`src/design/mlsd_cfg.svh`:
```
// Offsets, field positions, reset values and timing counts for the MAC EEE block
`ifndef MLSD_CFG_SVH
`define MLSD_CFG_SVH
`define MLSD_OFS_CTRL       12'h000
`define MLSD_OFS_STATUS     12'h004
`define MLSD_OFS_REQ_DLY    12'h008
`define MLSD_OFS_RMV_DLY    12'h00c
`define MLSD_OFS_WAKE_1G    12'h010
`define MLSD_OFS_WAKE_100   12'h014
`define MLSD_OFS_IFG        12'h018
`define MLSD_OFS_TXCTRL     12'h01c
`define MLSD_CTRL_DPX       0
`define MLSD_CTRL_CFG_LO    1
`define MLSD_CTRL_ASD       3
`define MLSD_CTRL_ADD       4
`define MLSD_CTRL_LOOP      5
`define MLSD_CTRL_EEE       6
`define MLSD_CTRL_RMV_EN    7
`define MLSD_CTRL_START_EN  8
`define MLSD_CTRL_STOP_EN   9
`define MLSD_CTRL_WAKE_EN   10
`define MLSD_CTRL_WUP_EN    11
`define MLSD_ST_START       0
`define MLSD_ST_STOP        1
`define MLSD_ST_WAKE        2
`define MLSD_ST_WUPS        3
`define MLSD_CTRL_RESET     32'h0000_0000
`define MLSD_IFG_RESET      32'h0000_000c
`define MLSD_CLK_MHZ        50
`define MLSD_US_CYCLES      (`MLSD_CLK_MHZ)
`define MLSD_LINK_UP_US     1000000
`define MLSD_LINK_UP_CYC    (`MLSD_LINK_UP_US * `MLSD_CLK_MHZ)
`define MLSD_RXC_WIN_CYC    16
`endif

```
`src/design/mlsd_pkg.sv`:
```
// Types shared by the MAC EEE, speed, duplex and loopback block
package mlsd_pkg;
   typedef enum logic [1:0] {
      MLSD_SPD_10   = 2'h0,
      MLSD_SPD_100  = 2'h1,
      MLSD_SPD_1000 = 2'h2
   } mlsd_speed_e;
   typedef enum logic [2:0] {
      MLSD_CL_WAIT  = 3'h1,
      MLSD_CL_REQ   = 3'h2,
      MLSD_CL_HOLD  = 3'h4
   } mlsd_client_e;
   typedef struct packed {
      logic       valid;
      logic [7:0] data;
      logic       last;
   } mlsd_beat_s;
   typedef struct packed {
      logic [31:0] addr;
      logic        sel;
      logic        enable;
      logic        write;
      logic [31:0] wdata;
   } mlsd_apb_s;
endpackage : mlsd_pkg

```
`src/design/mlsd_mac_eee.sv`:
```
// MAC speed/duplex select, full-duplex internal loopback and EEE transmit LPI control
//
// Register access over APB and the placing of the registers were left to the implementer.
`timescale 1ns/1ns
`include "mlsd_cfg.svh"
module mlsd_mac_eee
   import mlsd_pkg::*;
#(
   parameter int LINK_UP_CYC = `MLSD_LINK_UP_CYC
) (
   input  wire logic        i_clock,
   input  wire logic        i_nrst,
   input  wire logic [31:0] i_paddr,
   input  wire logic        i_psel,
   input  wire logic        i_penable,
   input  wire logic        i_pwrite,
   input  wire logic [31:0] i_pwdata,
   output      logic [31:0] o_prdata,
   output      logic        o_pready,
   output      logic        o_pslverr,
   input  wire logic        i_rx_clk,
   input  wire logic        i_phy_duplex,
   input  wire logic        i_phy_link_up,
   input  wire logic        i_phy_sync,
   input  wire logic        i_eee_advertised,
   input  wire logic        i_fifo_empty,
   input  wire logic        i_resp_pending,
   input  wire mlsd_beat_s  i_tx_beat,
   output      mlsd_beat_s  o_phy_beat,
   output      mlsd_beat_s  o_loop_beat,
   output      logic        o_tx_ready,
   output      logic        o_phy_lpi,
   output      logic        o_client_lpi,
   output      logic        o_usb_irq,
   output      logic        o_usb_wakeup,
   output      logic [1:0]  o_speed,
   output      logic        o_full_duplex
);
   logic [31:0] ctrl_reg;
   logic [31:0] req_dly_reg;
   logic [31:0] rmv_dly_reg;
   logic [31:0] wake_1g_reg;
   logic [31:0] wake_100_reg;
   logic [31:0] ifg_reg;
   logic [31:0] txctrl_reg;
   logic [3:0]  status_reg;
   logic [2:0]  rxc_sync_reg;
   logic [1:0]  dpx_sync_reg;
   logic [1:0]  lnk_sync_reg;
   logic [1:0]  syn_sync_reg;
   logic        rxc_prev_reg;
   logic [7:0]  rxc_win_reg;
   logic [7:0]  rxc_edges_reg;
   logic        auto_dpx_reg;
   logic [1:0]  auto_spd_reg;
   logic        sync_prev_reg;
   logic [31:0] link_cnt_reg;
   logic        link_ok_reg;
   logic [5:0]  empty_pre_reg;
   logic [5:0]  rmv_pre_reg;
   logic [5:0]  wake_pre_reg;
   logic        empty_tick;
   logic        rmv_tick;
   logic        wake_tick;
   logic        phy_lpi_next;
   logic [31:0] empty_us_reg;
   logic [31:0] rmv_us_reg;
   logic        rmv_done_reg;
   mlsd_client_e cl_reg;
   logic        in_frame_reg;
   logic        carrier_reg;
   logic [31:0] wake_cnt_reg;
   logic [31:0] ifg_cnt_reg;
   logic        deferring_reg;
   logic        apb_wr;
   logic        apb_rd;
   logic        rxc_rise;
   logic        sync_lost;
   logic        eee_ok;
   logic        empty_expired;
   logic        rmv_expire;
   logic [1:0]  cur_speed;
   logic        cur_dpx;
   logic        tx_start;

   // APB strobes; zero wait states
   assign apb_wr = i_psel & i_penable & i_pwrite;
   assign apb_rd = i_psel & i_penable & ~i_pwrite;

   // Effective speed and duplex
   assign cur_speed = ctrl_reg[`MLSD_CTRL_ASD] ? auto_spd_reg :
                      ctrl_reg[`MLSD_CTRL_CFG_LO +: 2];
   assign cur_dpx = ctrl_reg[`MLSD_CTRL_ADD] ? auto_dpx_reg :
                    ctrl_reg[`MLSD_CTRL_DPX];

   // Input synchronisers
   always_ff @(posedge i_clock or negedge i_nrst) begin
      if (!i_nrst) begin
         rxc_sync_reg <= 3'h0;
         dpx_sync_reg <= 2'h0;
         lnk_sync_reg <= 2'h0;
         syn_sync_reg <= 2'h0;
      end else begin
         rxc_sync_reg <= {rxc_sync_reg[1:0], i_rx_clk};
         dpx_sync_reg <= {dpx_sync_reg[0], i_phy_duplex};
         lnk_sync_reg <= {lnk_sync_reg[0], i_phy_link_up};
         syn_sync_reg <= {syn_sync_reg[0], i_phy_sync};
      end
   end
   assign rxc_rise  = rxc_sync_reg[2] & ~rxc_prev_reg;
   assign sync_lost = sync_prev_reg & ~syn_sync_reg[1];

   // Speed detection: count receive clock edges in a window
   always_ff @(posedge i_clock or negedge i_nrst) begin
      if (!i_nrst) begin
         rxc_prev_reg  <= 1'b0;
         rxc_win_reg   <= 8'h00;
         rxc_edges_reg <= 8'h00;
         auto_spd_reg  <= MLSD_SPD_10;
         auto_dpx_reg  <= 1'b0;
         sync_prev_reg <= 1'b0;
      end else begin
         rxc_prev_reg  <= rxc_sync_reg[2];
         sync_prev_reg <= syn_sync_reg[1];
         if (sync_lost && ctrl_reg[`MLSD_CTRL_ASD]) begin
            rxc_win_reg   <= 8'h00;
            rxc_edges_reg <= 8'h00;
         end else if (rxc_win_reg == 8'(`MLSD_RXC_WIN_CYC - 1)) begin
            rxc_win_reg   <= 8'h00;
            rxc_edges_reg <= 8'h00;
            // Slow edge rate means 10M; sampled clock aliases at speed
            if (rxc_edges_reg == 8'h00)
               auto_spd_reg <= MLSD_SPD_10;
            else if (rxc_edges_reg < 8'h02)
               auto_spd_reg <= MLSD_SPD_100;
            else
               auto_spd_reg <= MLSD_SPD_1000;
         end else begin
            rxc_win_reg <= rxc_win_reg + 8'h01;
            if (rxc_rise)
               rxc_edges_reg <= rxc_edges_reg + 8'h01;
         end
         if (sync_lost && ctrl_reg[`MLSD_CTRL_ADD])
            auto_dpx_reg <= 1'b0;
         else
            auto_dpx_reg <= dpx_sync_reg[1];
      end
   end

   // Link up for one second qualifier
   always_ff @(posedge i_clock or negedge i_nrst) begin
      if (!i_nrst) begin
         link_cnt_reg <= 32'h0;
         link_ok_reg  <= 1'b0;
      end else if (!lnk_sync_reg[1]) begin
         link_cnt_reg <= 32'h0;
         link_ok_reg  <= 1'b0;
      end else if (link_cnt_reg >= 32'(LINK_UP_CYC - 1)) begin
         link_ok_reg <= 1'b1;
      end else begin
         link_cnt_reg <= link_cnt_reg + 32'h1;
      end
   end

   // EEE qualifier, independent of transmitter enable
   assign eee_ok = ctrl_reg[`MLSD_CTRL_EEE] &
                   (cur_speed != 2'(MLSD_SPD_10)) & cur_dpx &
                   i_eee_advertised & link_ok_reg;

   // Microsecond prescaler per timer, so no partial time carries over
   assign empty_tick = (empty_pre_reg == 6'(`MLSD_US_CYCLES - 1));
   assign rmv_tick   = (rmv_pre_reg == 6'(`MLSD_US_CYCLES - 1));
   assign wake_tick  = (wake_pre_reg == 6'(`MLSD_US_CYCLES - 1));

   // Empty timer; response frames do not touch it
   assign empty_expired = i_fifo_empty && (empty_us_reg >= req_dly_reg);
   always_ff @(posedge i_clock or negedge i_nrst) begin
      if (!i_nrst) begin
         empty_us_reg  <= 32'h0;
         empty_pre_reg <= 6'h0;
      end else if (!i_fifo_empty || rmv_expire || !eee_ok) begin
         empty_us_reg  <= 32'h0;
         empty_pre_reg <= 6'h0;
      end else if (!empty_expired) begin
         empty_pre_reg <= empty_tick ? 6'h0 : empty_pre_reg + 6'h1;
         if (empty_tick)
            empty_us_reg <= empty_us_reg + 32'h1;
      end
   end

   // Auto removal timer runs while client wants LPI
   assign rmv_expire = ctrl_reg[`MLSD_CTRL_RMV_EN] &&
                       (cl_reg != MLSD_CL_WAIT) &&
                       rmv_us_reg >= rmv_dly_reg && !rmv_done_reg;
   always_ff @(posedge i_clock or negedge i_nrst) begin
      if (!i_nrst) begin
         rmv_us_reg   <= 32'h0;
         rmv_pre_reg  <= 6'h0;
         rmv_done_reg <= 1'b0;
      end else if (cl_reg == MLSD_CL_WAIT) begin
         rmv_us_reg   <= 32'h0;
         rmv_pre_reg  <= 6'h0;
         rmv_done_reg <= 1'b0;
      end else if (rmv_expire) begin
         rmv_done_reg <= 1'b1;
      end else begin
         rmv_pre_reg <= rmv_tick ? 6'h0 : rmv_pre_reg + 6'h1;
         if (rmv_tick)
            rmv_us_reg <= rmv_us_reg + 32'h1;
      end
   end

   // Client request machine; HOLD is a response frame drop
   always_ff @(posedge i_clock or negedge i_nrst) begin
      if (!i_nrst) begin
         cl_reg <= MLSD_CL_WAIT;
      end else begin
         unique case (cl_reg)
            MLSD_CL_WAIT: begin
               if (empty_expired && eee_ok && !in_frame_reg)
                  cl_reg <= MLSD_CL_REQ;
            end
            MLSD_CL_REQ: begin
               if (!empty_expired || !eee_ok || rmv_expire)
                  cl_reg <= MLSD_CL_WAIT;
               else if (i_resp_pending)
                  cl_reg <= MLSD_CL_HOLD;
            end
            MLSD_CL_HOLD: begin
               if (!empty_expired || !eee_ok || rmv_expire)
                  cl_reg <= MLSD_CL_WAIT;
               else if (!i_resp_pending)
                  cl_reg <= MLSD_CL_REQ;
            end
         endcase
      end
   end

   // Client request output, registered
   always_ff @(posedge i_clock or negedge i_nrst) begin
      if (!i_nrst)
         o_client_lpi <= 1'b0;
      else
         o_client_lpi <= (cl_reg == MLSD_CL_REQ);
   end

   // Frame tracking and PHY request; request is registered and follows the client state outside a frame
   assign tx_start = i_tx_beat.valid && !in_frame_reg && !deferring_reg;
   // Request held through a frame, so a mid-frame blip is ignored
   assign phy_lpi_next = in_frame_reg ? o_phy_lpi :
                         (cl_reg == MLSD_CL_REQ);
   always_ff @(posedge i_clock or negedge i_nrst) begin
      if (!i_nrst) begin
         in_frame_reg <= 1'b0;
         o_phy_lpi    <= 1'b0;
      end else begin
         if (i_tx_beat.valid && o_tx_ready && i_tx_beat.last)
            in_frame_reg <= 1'b0;
         else if (tx_start)
            in_frame_reg <= 1'b1;
         o_phy_lpi <= phy_lpi_next;
      end
   end

   // Carrier indicator and wake timer
   always_ff @(posedge i_clock or negedge i_nrst) begin
      if (!i_nrst) begin
         carrier_reg  <= 1'b0;
         wake_cnt_reg <= 32'h0;
         wake_pre_reg <= 6'h0;
      end else if (o_phy_lpi) begin
         carrier_reg  <= 1'b1;
         wake_cnt_reg <= (cur_speed == 2'(MLSD_SPD_1000)) ?
                         wake_1g_reg : wake_100_reg;
         wake_pre_reg <= 6'h0;
      end else if (carrier_reg) begin
         if (wake_cnt_reg == 32'h0) begin
            carrier_reg <= 1'b0;
         end else begin
            wake_pre_reg <= wake_tick ? 6'h0 : wake_pre_reg + 6'h1;
            if (wake_tick)
               wake_cnt_reg <= wake_cnt_reg - 32'h1;
         end
      end
   end

   // Deferral with inter-frame gap
   always_ff @(posedge i_clock or negedge i_nrst) begin
      if (!i_nrst) begin
         deferring_reg <= 1'b0;
         ifg_cnt_reg   <= 32'h0;
      end else if (in_frame_reg || carrier_reg || tx_start) begin
         deferring_reg <= 1'b1;
         ifg_cnt_reg   <= ifg_reg;
      end else if (deferring_reg) begin
         if (ifg_cnt_reg == 32'h0)
            deferring_reg <= 1'b0;
         else
            ifg_cnt_reg <= ifg_cnt_reg - 32'h1;
      end
   end

   // Data path: PHY, or loopback which drops beats in half duplex; stalls while deferring
   always_ff @(posedge i_clock or negedge i_nrst) begin
      if (!i_nrst) begin
         o_phy_beat  <= '0;
         o_loop_beat <= '0;
         o_tx_ready  <= 1'b0;
      end else begin
         o_tx_ready <= (in_frame_reg || !deferring_reg) && !phy_lpi_next &&
                       txctrl_reg[0];
         o_phy_beat  <= '0;
         o_loop_beat <= '0;
         if (i_tx_beat.valid && o_tx_ready) begin
            if (ctrl_reg[`MLSD_CTRL_LOOP] && cur_dpx)
               o_loop_beat <= i_tx_beat;
            else if (!ctrl_reg[`MLSD_CTRL_LOOP])
               o_phy_beat <= i_tx_beat;
         end
      end
   end

   // Sticky status flags; hardware set wins over software clear
   always_ff @(posedge i_clock or negedge i_nrst) begin
      if (!i_nrst) begin
         status_reg <= 4'h0;
      end else begin
         for (int i = 0; i < 4; i++) begin
            if (apb_wr && i_paddr[11:0] == `MLSD_OFS_STATUS && i_pwdata[i])
               status_reg[i] <= 1'b0;
         end
         if (cl_reg == MLSD_CL_WAIT && empty_expired && eee_ok &&
             !in_frame_reg)
            status_reg[`MLSD_ST_START] <= 1'b1;
         if (rmv_expire) begin
            status_reg[`MLSD_ST_STOP] <= 1'b1;
            if (ctrl_reg[`MLSD_CTRL_WAKE_EN]) begin
               status_reg[`MLSD_ST_WAKE] <= 1'b1;
               status_reg[`MLSD_ST_WUPS] <= 1'b1;
            end
         end
      end
   end

   // USB interrupt and remote wakeup outputs
   always_ff @(posedge i_clock or negedge i_nrst) begin
      if (!i_nrst) begin
         o_usb_irq    <= 1'b0;
         o_usb_wakeup <= 1'b0;
      end else begin
         o_usb_irq <= (status_reg[`MLSD_ST_START] &
                       ctrl_reg[`MLSD_CTRL_START_EN]) |
                      (status_reg[`MLSD_ST_STOP] &
                       ctrl_reg[`MLSD_CTRL_STOP_EN]);
         o_usb_wakeup <= status_reg[`MLSD_ST_WUPS] &
                         ctrl_reg[`MLSD_CTRL_WUP_EN];
      end
   end

   // Register writes; auto fields report detected values
   always_ff @(posedge i_clock or negedge i_nrst) begin
      if (!i_nrst) begin
         ctrl_reg     <= `MLSD_CTRL_RESET;
         req_dly_reg  <= 32'h0;
         rmv_dly_reg  <= 32'h0;
         wake_1g_reg  <= 32'h0;
         wake_100_reg <= 32'h0;
         ifg_reg      <= `MLSD_IFG_RESET;
         txctrl_reg   <= 32'h0;
      end else begin
         if (apb_wr) begin
            unique case (i_paddr[11:0])
               `MLSD_OFS_CTRL:     ctrl_reg     <= i_pwdata;
               `MLSD_OFS_REQ_DLY:  req_dly_reg  <= i_pwdata;
               `MLSD_OFS_RMV_DLY:  rmv_dly_reg  <= i_pwdata;
               `MLSD_OFS_WAKE_1G:  wake_1g_reg  <= i_pwdata;
               `MLSD_OFS_WAKE_100: wake_100_reg <= i_pwdata;
               `MLSD_OFS_IFG:      ifg_reg      <= i_pwdata;
               `MLSD_OFS_TXCTRL:   txctrl_reg   <= i_pwdata;
               default: ;
            endcase
         end else begin
            if (ctrl_reg[`MLSD_CTRL_ASD])
               ctrl_reg[`MLSD_CTRL_CFG_LO +: 2] <= auto_spd_reg;
            if (ctrl_reg[`MLSD_CTRL_ADD])
               ctrl_reg[`MLSD_CTRL_DPX] <= auto_dpx_reg;
         end
      end
   end

   // Read data and response
   always_ff @(posedge i_clock or negedge i_nrst) begin
      if (!i_nrst) begin
         o_prdata  <= 32'h0;
         o_pready  <= 1'b0;
         o_pslverr <= 1'b0;
      end else begin
         o_pready  <= i_psel & ~i_penable;
         o_pslverr <= 1'b0;
         if (i_psel && !i_penable) begin
            unique case (i_paddr[11:0])
               `MLSD_OFS_CTRL:     o_prdata <= ctrl_reg;
               `MLSD_OFS_STATUS:   o_prdata <= {28'h0, status_reg};
               `MLSD_OFS_REQ_DLY:  o_prdata <= req_dly_reg;
               `MLSD_OFS_RMV_DLY:  o_prdata <= rmv_dly_reg;
               `MLSD_OFS_WAKE_1G:  o_prdata <= wake_1g_reg;
               `MLSD_OFS_WAKE_100: o_prdata <= wake_100_reg;
               `MLSD_OFS_IFG:      o_prdata <= ifg_reg;
               `MLSD_OFS_TXCTRL:   o_prdata <= txctrl_reg;
               default: begin
                  o_prdata  <= 32'h0;
                  o_pslverr <= 1'b1;
               end
            endcase
         end
      end
   end

   // Speed and duplex outputs
   always_ff @(posedge i_clock or negedge i_nrst) begin
      if (!i_nrst) begin
         o_speed       <= 2'h0;
         o_full_duplex <= 1'b0;
      end else begin
         o_speed       <= cur_speed;
         o_full_duplex <= cur_dpx;
      end
   end
endmodule : mlsd_mac_eee

```
`config.mk`:
```
export PLATFORM = sky130hd
export DESIGN_NAME = mlsd_mac_eee
export DESIGN_NICKNAME = d
export VERILOG_FILES = /design/src/design/mlsd_pkg.sv /design/src/design/mlsd_mac_eee.sv
export VERILOG_INCLUDE_DIRS = /design/src /design/src/design
export SDC_FILE = /design/constraint.sdc
export NUM_CORES = 1
export LEC_CHECK = 0
export BUFFER_PORTS_ARGS = -buffer_cell sky130_fd_sc_hd__buf_2
export CELL_PAD_IN_SITES_DETAIL_PLACEMENT = 0
export CELL_PAD_IN_SITES_GLOBAL_PLACEMENT = 1
export CORE_MARGIN = 2
export CORE_UTILIZATION = 53
export CTS_CLUSTER_SIZE = 14
export DETAILED_ROUTE_END_ITERATION = 12
export GPL_TIMING_DRIVEN = 0
export PLACE_DENSITY_LB_ADDON = 0.1
export SYNTH_ARGS = -nofsm -noshare
export SYNTH_HDL_FRONTEND = slang
export SYNTH_SLANG_ARGS = --single-unit
```
`constraint.sdc`:
```
create_clock -name i_clock -period 5.31 [get_ports i_clock]
set_clock_uncertainty 0.1 [all_clocks]
set_input_delay 0.531 -clock i_clock [delete_from_list [all_inputs] [get_ports i_clock]]
set_output_delay 0.531 -clock i_clock [all_outputs]
set_load 0.02 [all_outputs]
```
==> metrics.yaml <==
maxCapViolCount: 0
syn_inst: 2322
die_x_um: 221
antenna_found_initial: 7
status: "finished clean"
numCtsBuffers: 54
grt_pass1_wl_mm: 118
dieArea_mm2: 0.0490
slew_viol_final: 0
grt.total_usage_pct: 31.3
synth_area_leaders: "dfrtp_1 50%, mux2_2 9.2%, ha_1 3.9%"
reg2reg_depth: 7
num_vias: 20000
path_class: "flop to flop"
hpwl_mm: 56.7
area_delta_synth_final_pct: 14.2
coreArea_mm2: 0.0466
p_int_w: 0.00650
synth_compound_area_share_pct: 12.9
start_util_pct: 53.8
place_congestion: 0.943
max_stage_delay_ns: 0.58
synth.distinct_cells: 86
yosys-mux-area-fraction_pct: 11.4
hold_path.class: "input pin to flop"
r2r_end: "wake_cnt_reg[15]"
synth_top_family_by_area: "simple AND/OR/NAND/NOR gates"
synth_top_flop_cell: "dfrtp_1"
cellPowerDensity_mw_per_mm2: 296
yosysSeqAreaShare_pct: 50.6
drtIter0Drc: 1943
holdPathStages: 2
async_flop_share_pct: 100
grt_pass1_vias: 19400
design_area_mm2: 0.0286
hold_ws_ns: 0.0235
synth_xor_area_share_pct: 2.31
finalPower_w: 0.00846
worst_slew_pin_slew_ns: 1.11
clockBufferDepth: 3
hold_viol_final: 0
switching_power_w: 0.00196
cts.repair.resized: 0
synth-edff-count: 0
synth_fa_ha_area_share_pct: 3.90
yosys_warnings: 0
max-vdd-ir-drop_uv: 256
multi_input_area_mm2: 0.0116
cts_sinks: 506
clock.fmax_mhz: 284
drc: 0
reg2reg_setup_slack_ns: 1.79
grt_max_degree: 120
hp-start: "i_tx_beat[7]"
crit_fanout: 10
ys_ff_latch: 506
ant_nets: 0
routed_wl_mm: 77.3
crit_slowest_cell: "mux2i_1"
synth_top_area_share_pct: 50.3
p_comb_share_pct: 4.3
fillers: 3864
fin_crit_sh_pct: 66.3
crit_required_ns: 5.68
p_clk_share_pct: 49.0
clkTransAtPathRegs_ns: 0.06
dieHeight_um: 221
port_buffers: 127
fin_setup_tns_ns: 0
syn_nets: 2486
cellLeakagePower_nw: 13.2
cp.arrival_ns: 3.89
ios: 148
layout.nets: 2680
cts_max_level: 2
setup_viol: 0
vias_per_cell: 6.31
fin_cells: 3173
swShare_pct: 23.2
dp_cells: 3060
clk_latency_ns: 0.63
crit_chain: "mux2_2, nor2b_1, clkbuf_1, buf_2, buf_2, mux2i_1, mux2i_1"
cts_tree: "built"
synth_top_area_cell: "dfrtp_1"
syn_area_mm2: 0.0250
post_synth.cell_area_avg_um2: 10.8
yosys.area_share.simple_pct: 15.7
placed_area_mm2: 0.0266
relSlewSlack_pct: 25.5
wire_per_inst_um: 24.4
regArea_mm2: 0.0127
start_kind: "flop"
grt_remaining_overflow: 0
drive_above_1_share_pct: 19.3
rr_startpoint: "ctrl_reg[3]"
drtPass1Iterations: 6
fin_crit_ns: 3.52
endpoint_kind: "flop"
rsz0062_at_grt: "no"
cts-root-buf: "clkbuf_16"
num_rows: 79
power_frac_seq_pct: 46.7
worstHoldEndpoint: "o_loop_beat[7]"
[area by class of cell]
type                       instances  share of cell area, %
tap                              607                   2.66
sequential                       506                   44.3
clock buffer                      73                   5.36
antenna                            4                 0.0350
timing repair buffer             138                   2.89
buffer                           117                   1.64
multi-input combinational       1607                   40.4
clock inverter                    29                   1.51
inverter                          92                   1.21
[cells in the final DEF (no fill, tap or decap), types with 50 or more instances in the layout]
master and instances:
nand4_1 50, inv_1 91, a21oi_1 141, mux2_2 204, nand2_1 149, dfrtp_1 503
buf_2 147, a22oi_1 61, clkbuf_1 89, mux2i_1 54, ha_1 78, o21ai_0 117
nor2_1 119, clkbuf_16 54, nand3_1 94, or3_1 56
[synth_stat cells (44+ instances only)]
library cell and n:
clkbuf_1 81, dfrtp_1 503, mux2i_1 54, nand2_1 149
xnor2_1 48, o21ai_0 117, and2_1 46, a22oi_1 61
or3_1 56, mux2_2 204, nand3_1 94, ha_1 78
a22o_1 44, inv_1 91, nand4_1 50, nor2_1 119
a21oi_1 141
[how the worst max path moves through the flow]
stage | start | slack [ns] | to
final | ctrl_reg[3] | 1.79 | wake_cnt_reg[15]
after global routing | req_dly_reg[29] | 1.68 | empty_pre_reg[2]
after CTS | ctrl_reg[3] | 1.82 | wake_cnt_reg[14]
after detailed placement | i_paddr[9] | 1.29 | o_prdata[0]
after global placement | i_nrst | -6.70 | rmv_pre_reg[0]
after floorplan | empty_us_reg[14] | 2.63 | empty_us_reg[30]
[power by group through the flow]
stage                     Combinational [W]  Sequential (W)  Clock (W)
after floorplan                    0.000143         0.00402          0
after global placement             0.000345         0.00402          0
after detailed placement           0.000361         0.00402          0
after CTS                          0.000367         0.00395    0.00419
after global routing               0.000399         0.00396    0.00435
final                              0.000365         0.00395    0.00414
[metal layers]
layer	routed length [um]	vias to the layer above	GRT usage, %
li1	-	8983	-
met1	33000	10100	43.1
met2	35300	733	48.8
met3	5010	175	4.90
met4	3970	8	15.3
met5	52	-	0
[metrics by stage]
step / util (%) / worst slack, ns
floorplan: - / 2.63
global placement: 56.8 / -6.70
detailed placement: 57.0 / 1.29
CTS: 61.4 / 1.82
global route: 61.4 / 1.68
finish: 61.4 / 1.79
[what timing repair did]
| action | CTS | global route |
|---|---|---|
| buffers inserted | 0 | 0 |
| hold buffers | 7 | 0 |
| hold endpoints to repair | 98 | 0 |
[worst max-delay path: cells and delay by family, from the launching register on]
family                 cells  cell delay, ns
buffers and inverters      3            1.48
multiplexers               3            1.14
flip-flops                 1            0.51
AND/OR/NAND/NOR            1            0.11
[cell families after synthesis]
logic type / after synthesis
xor gates and xnor gates: 66
buffers and inverters: 209
AOI/OAI and AO/OA: 489
DFF: 506
muxes: 259
and+or+nand+nor: 715
adders and majority gates: 78
Note: power is estimated with default switching activity, not from simulation.
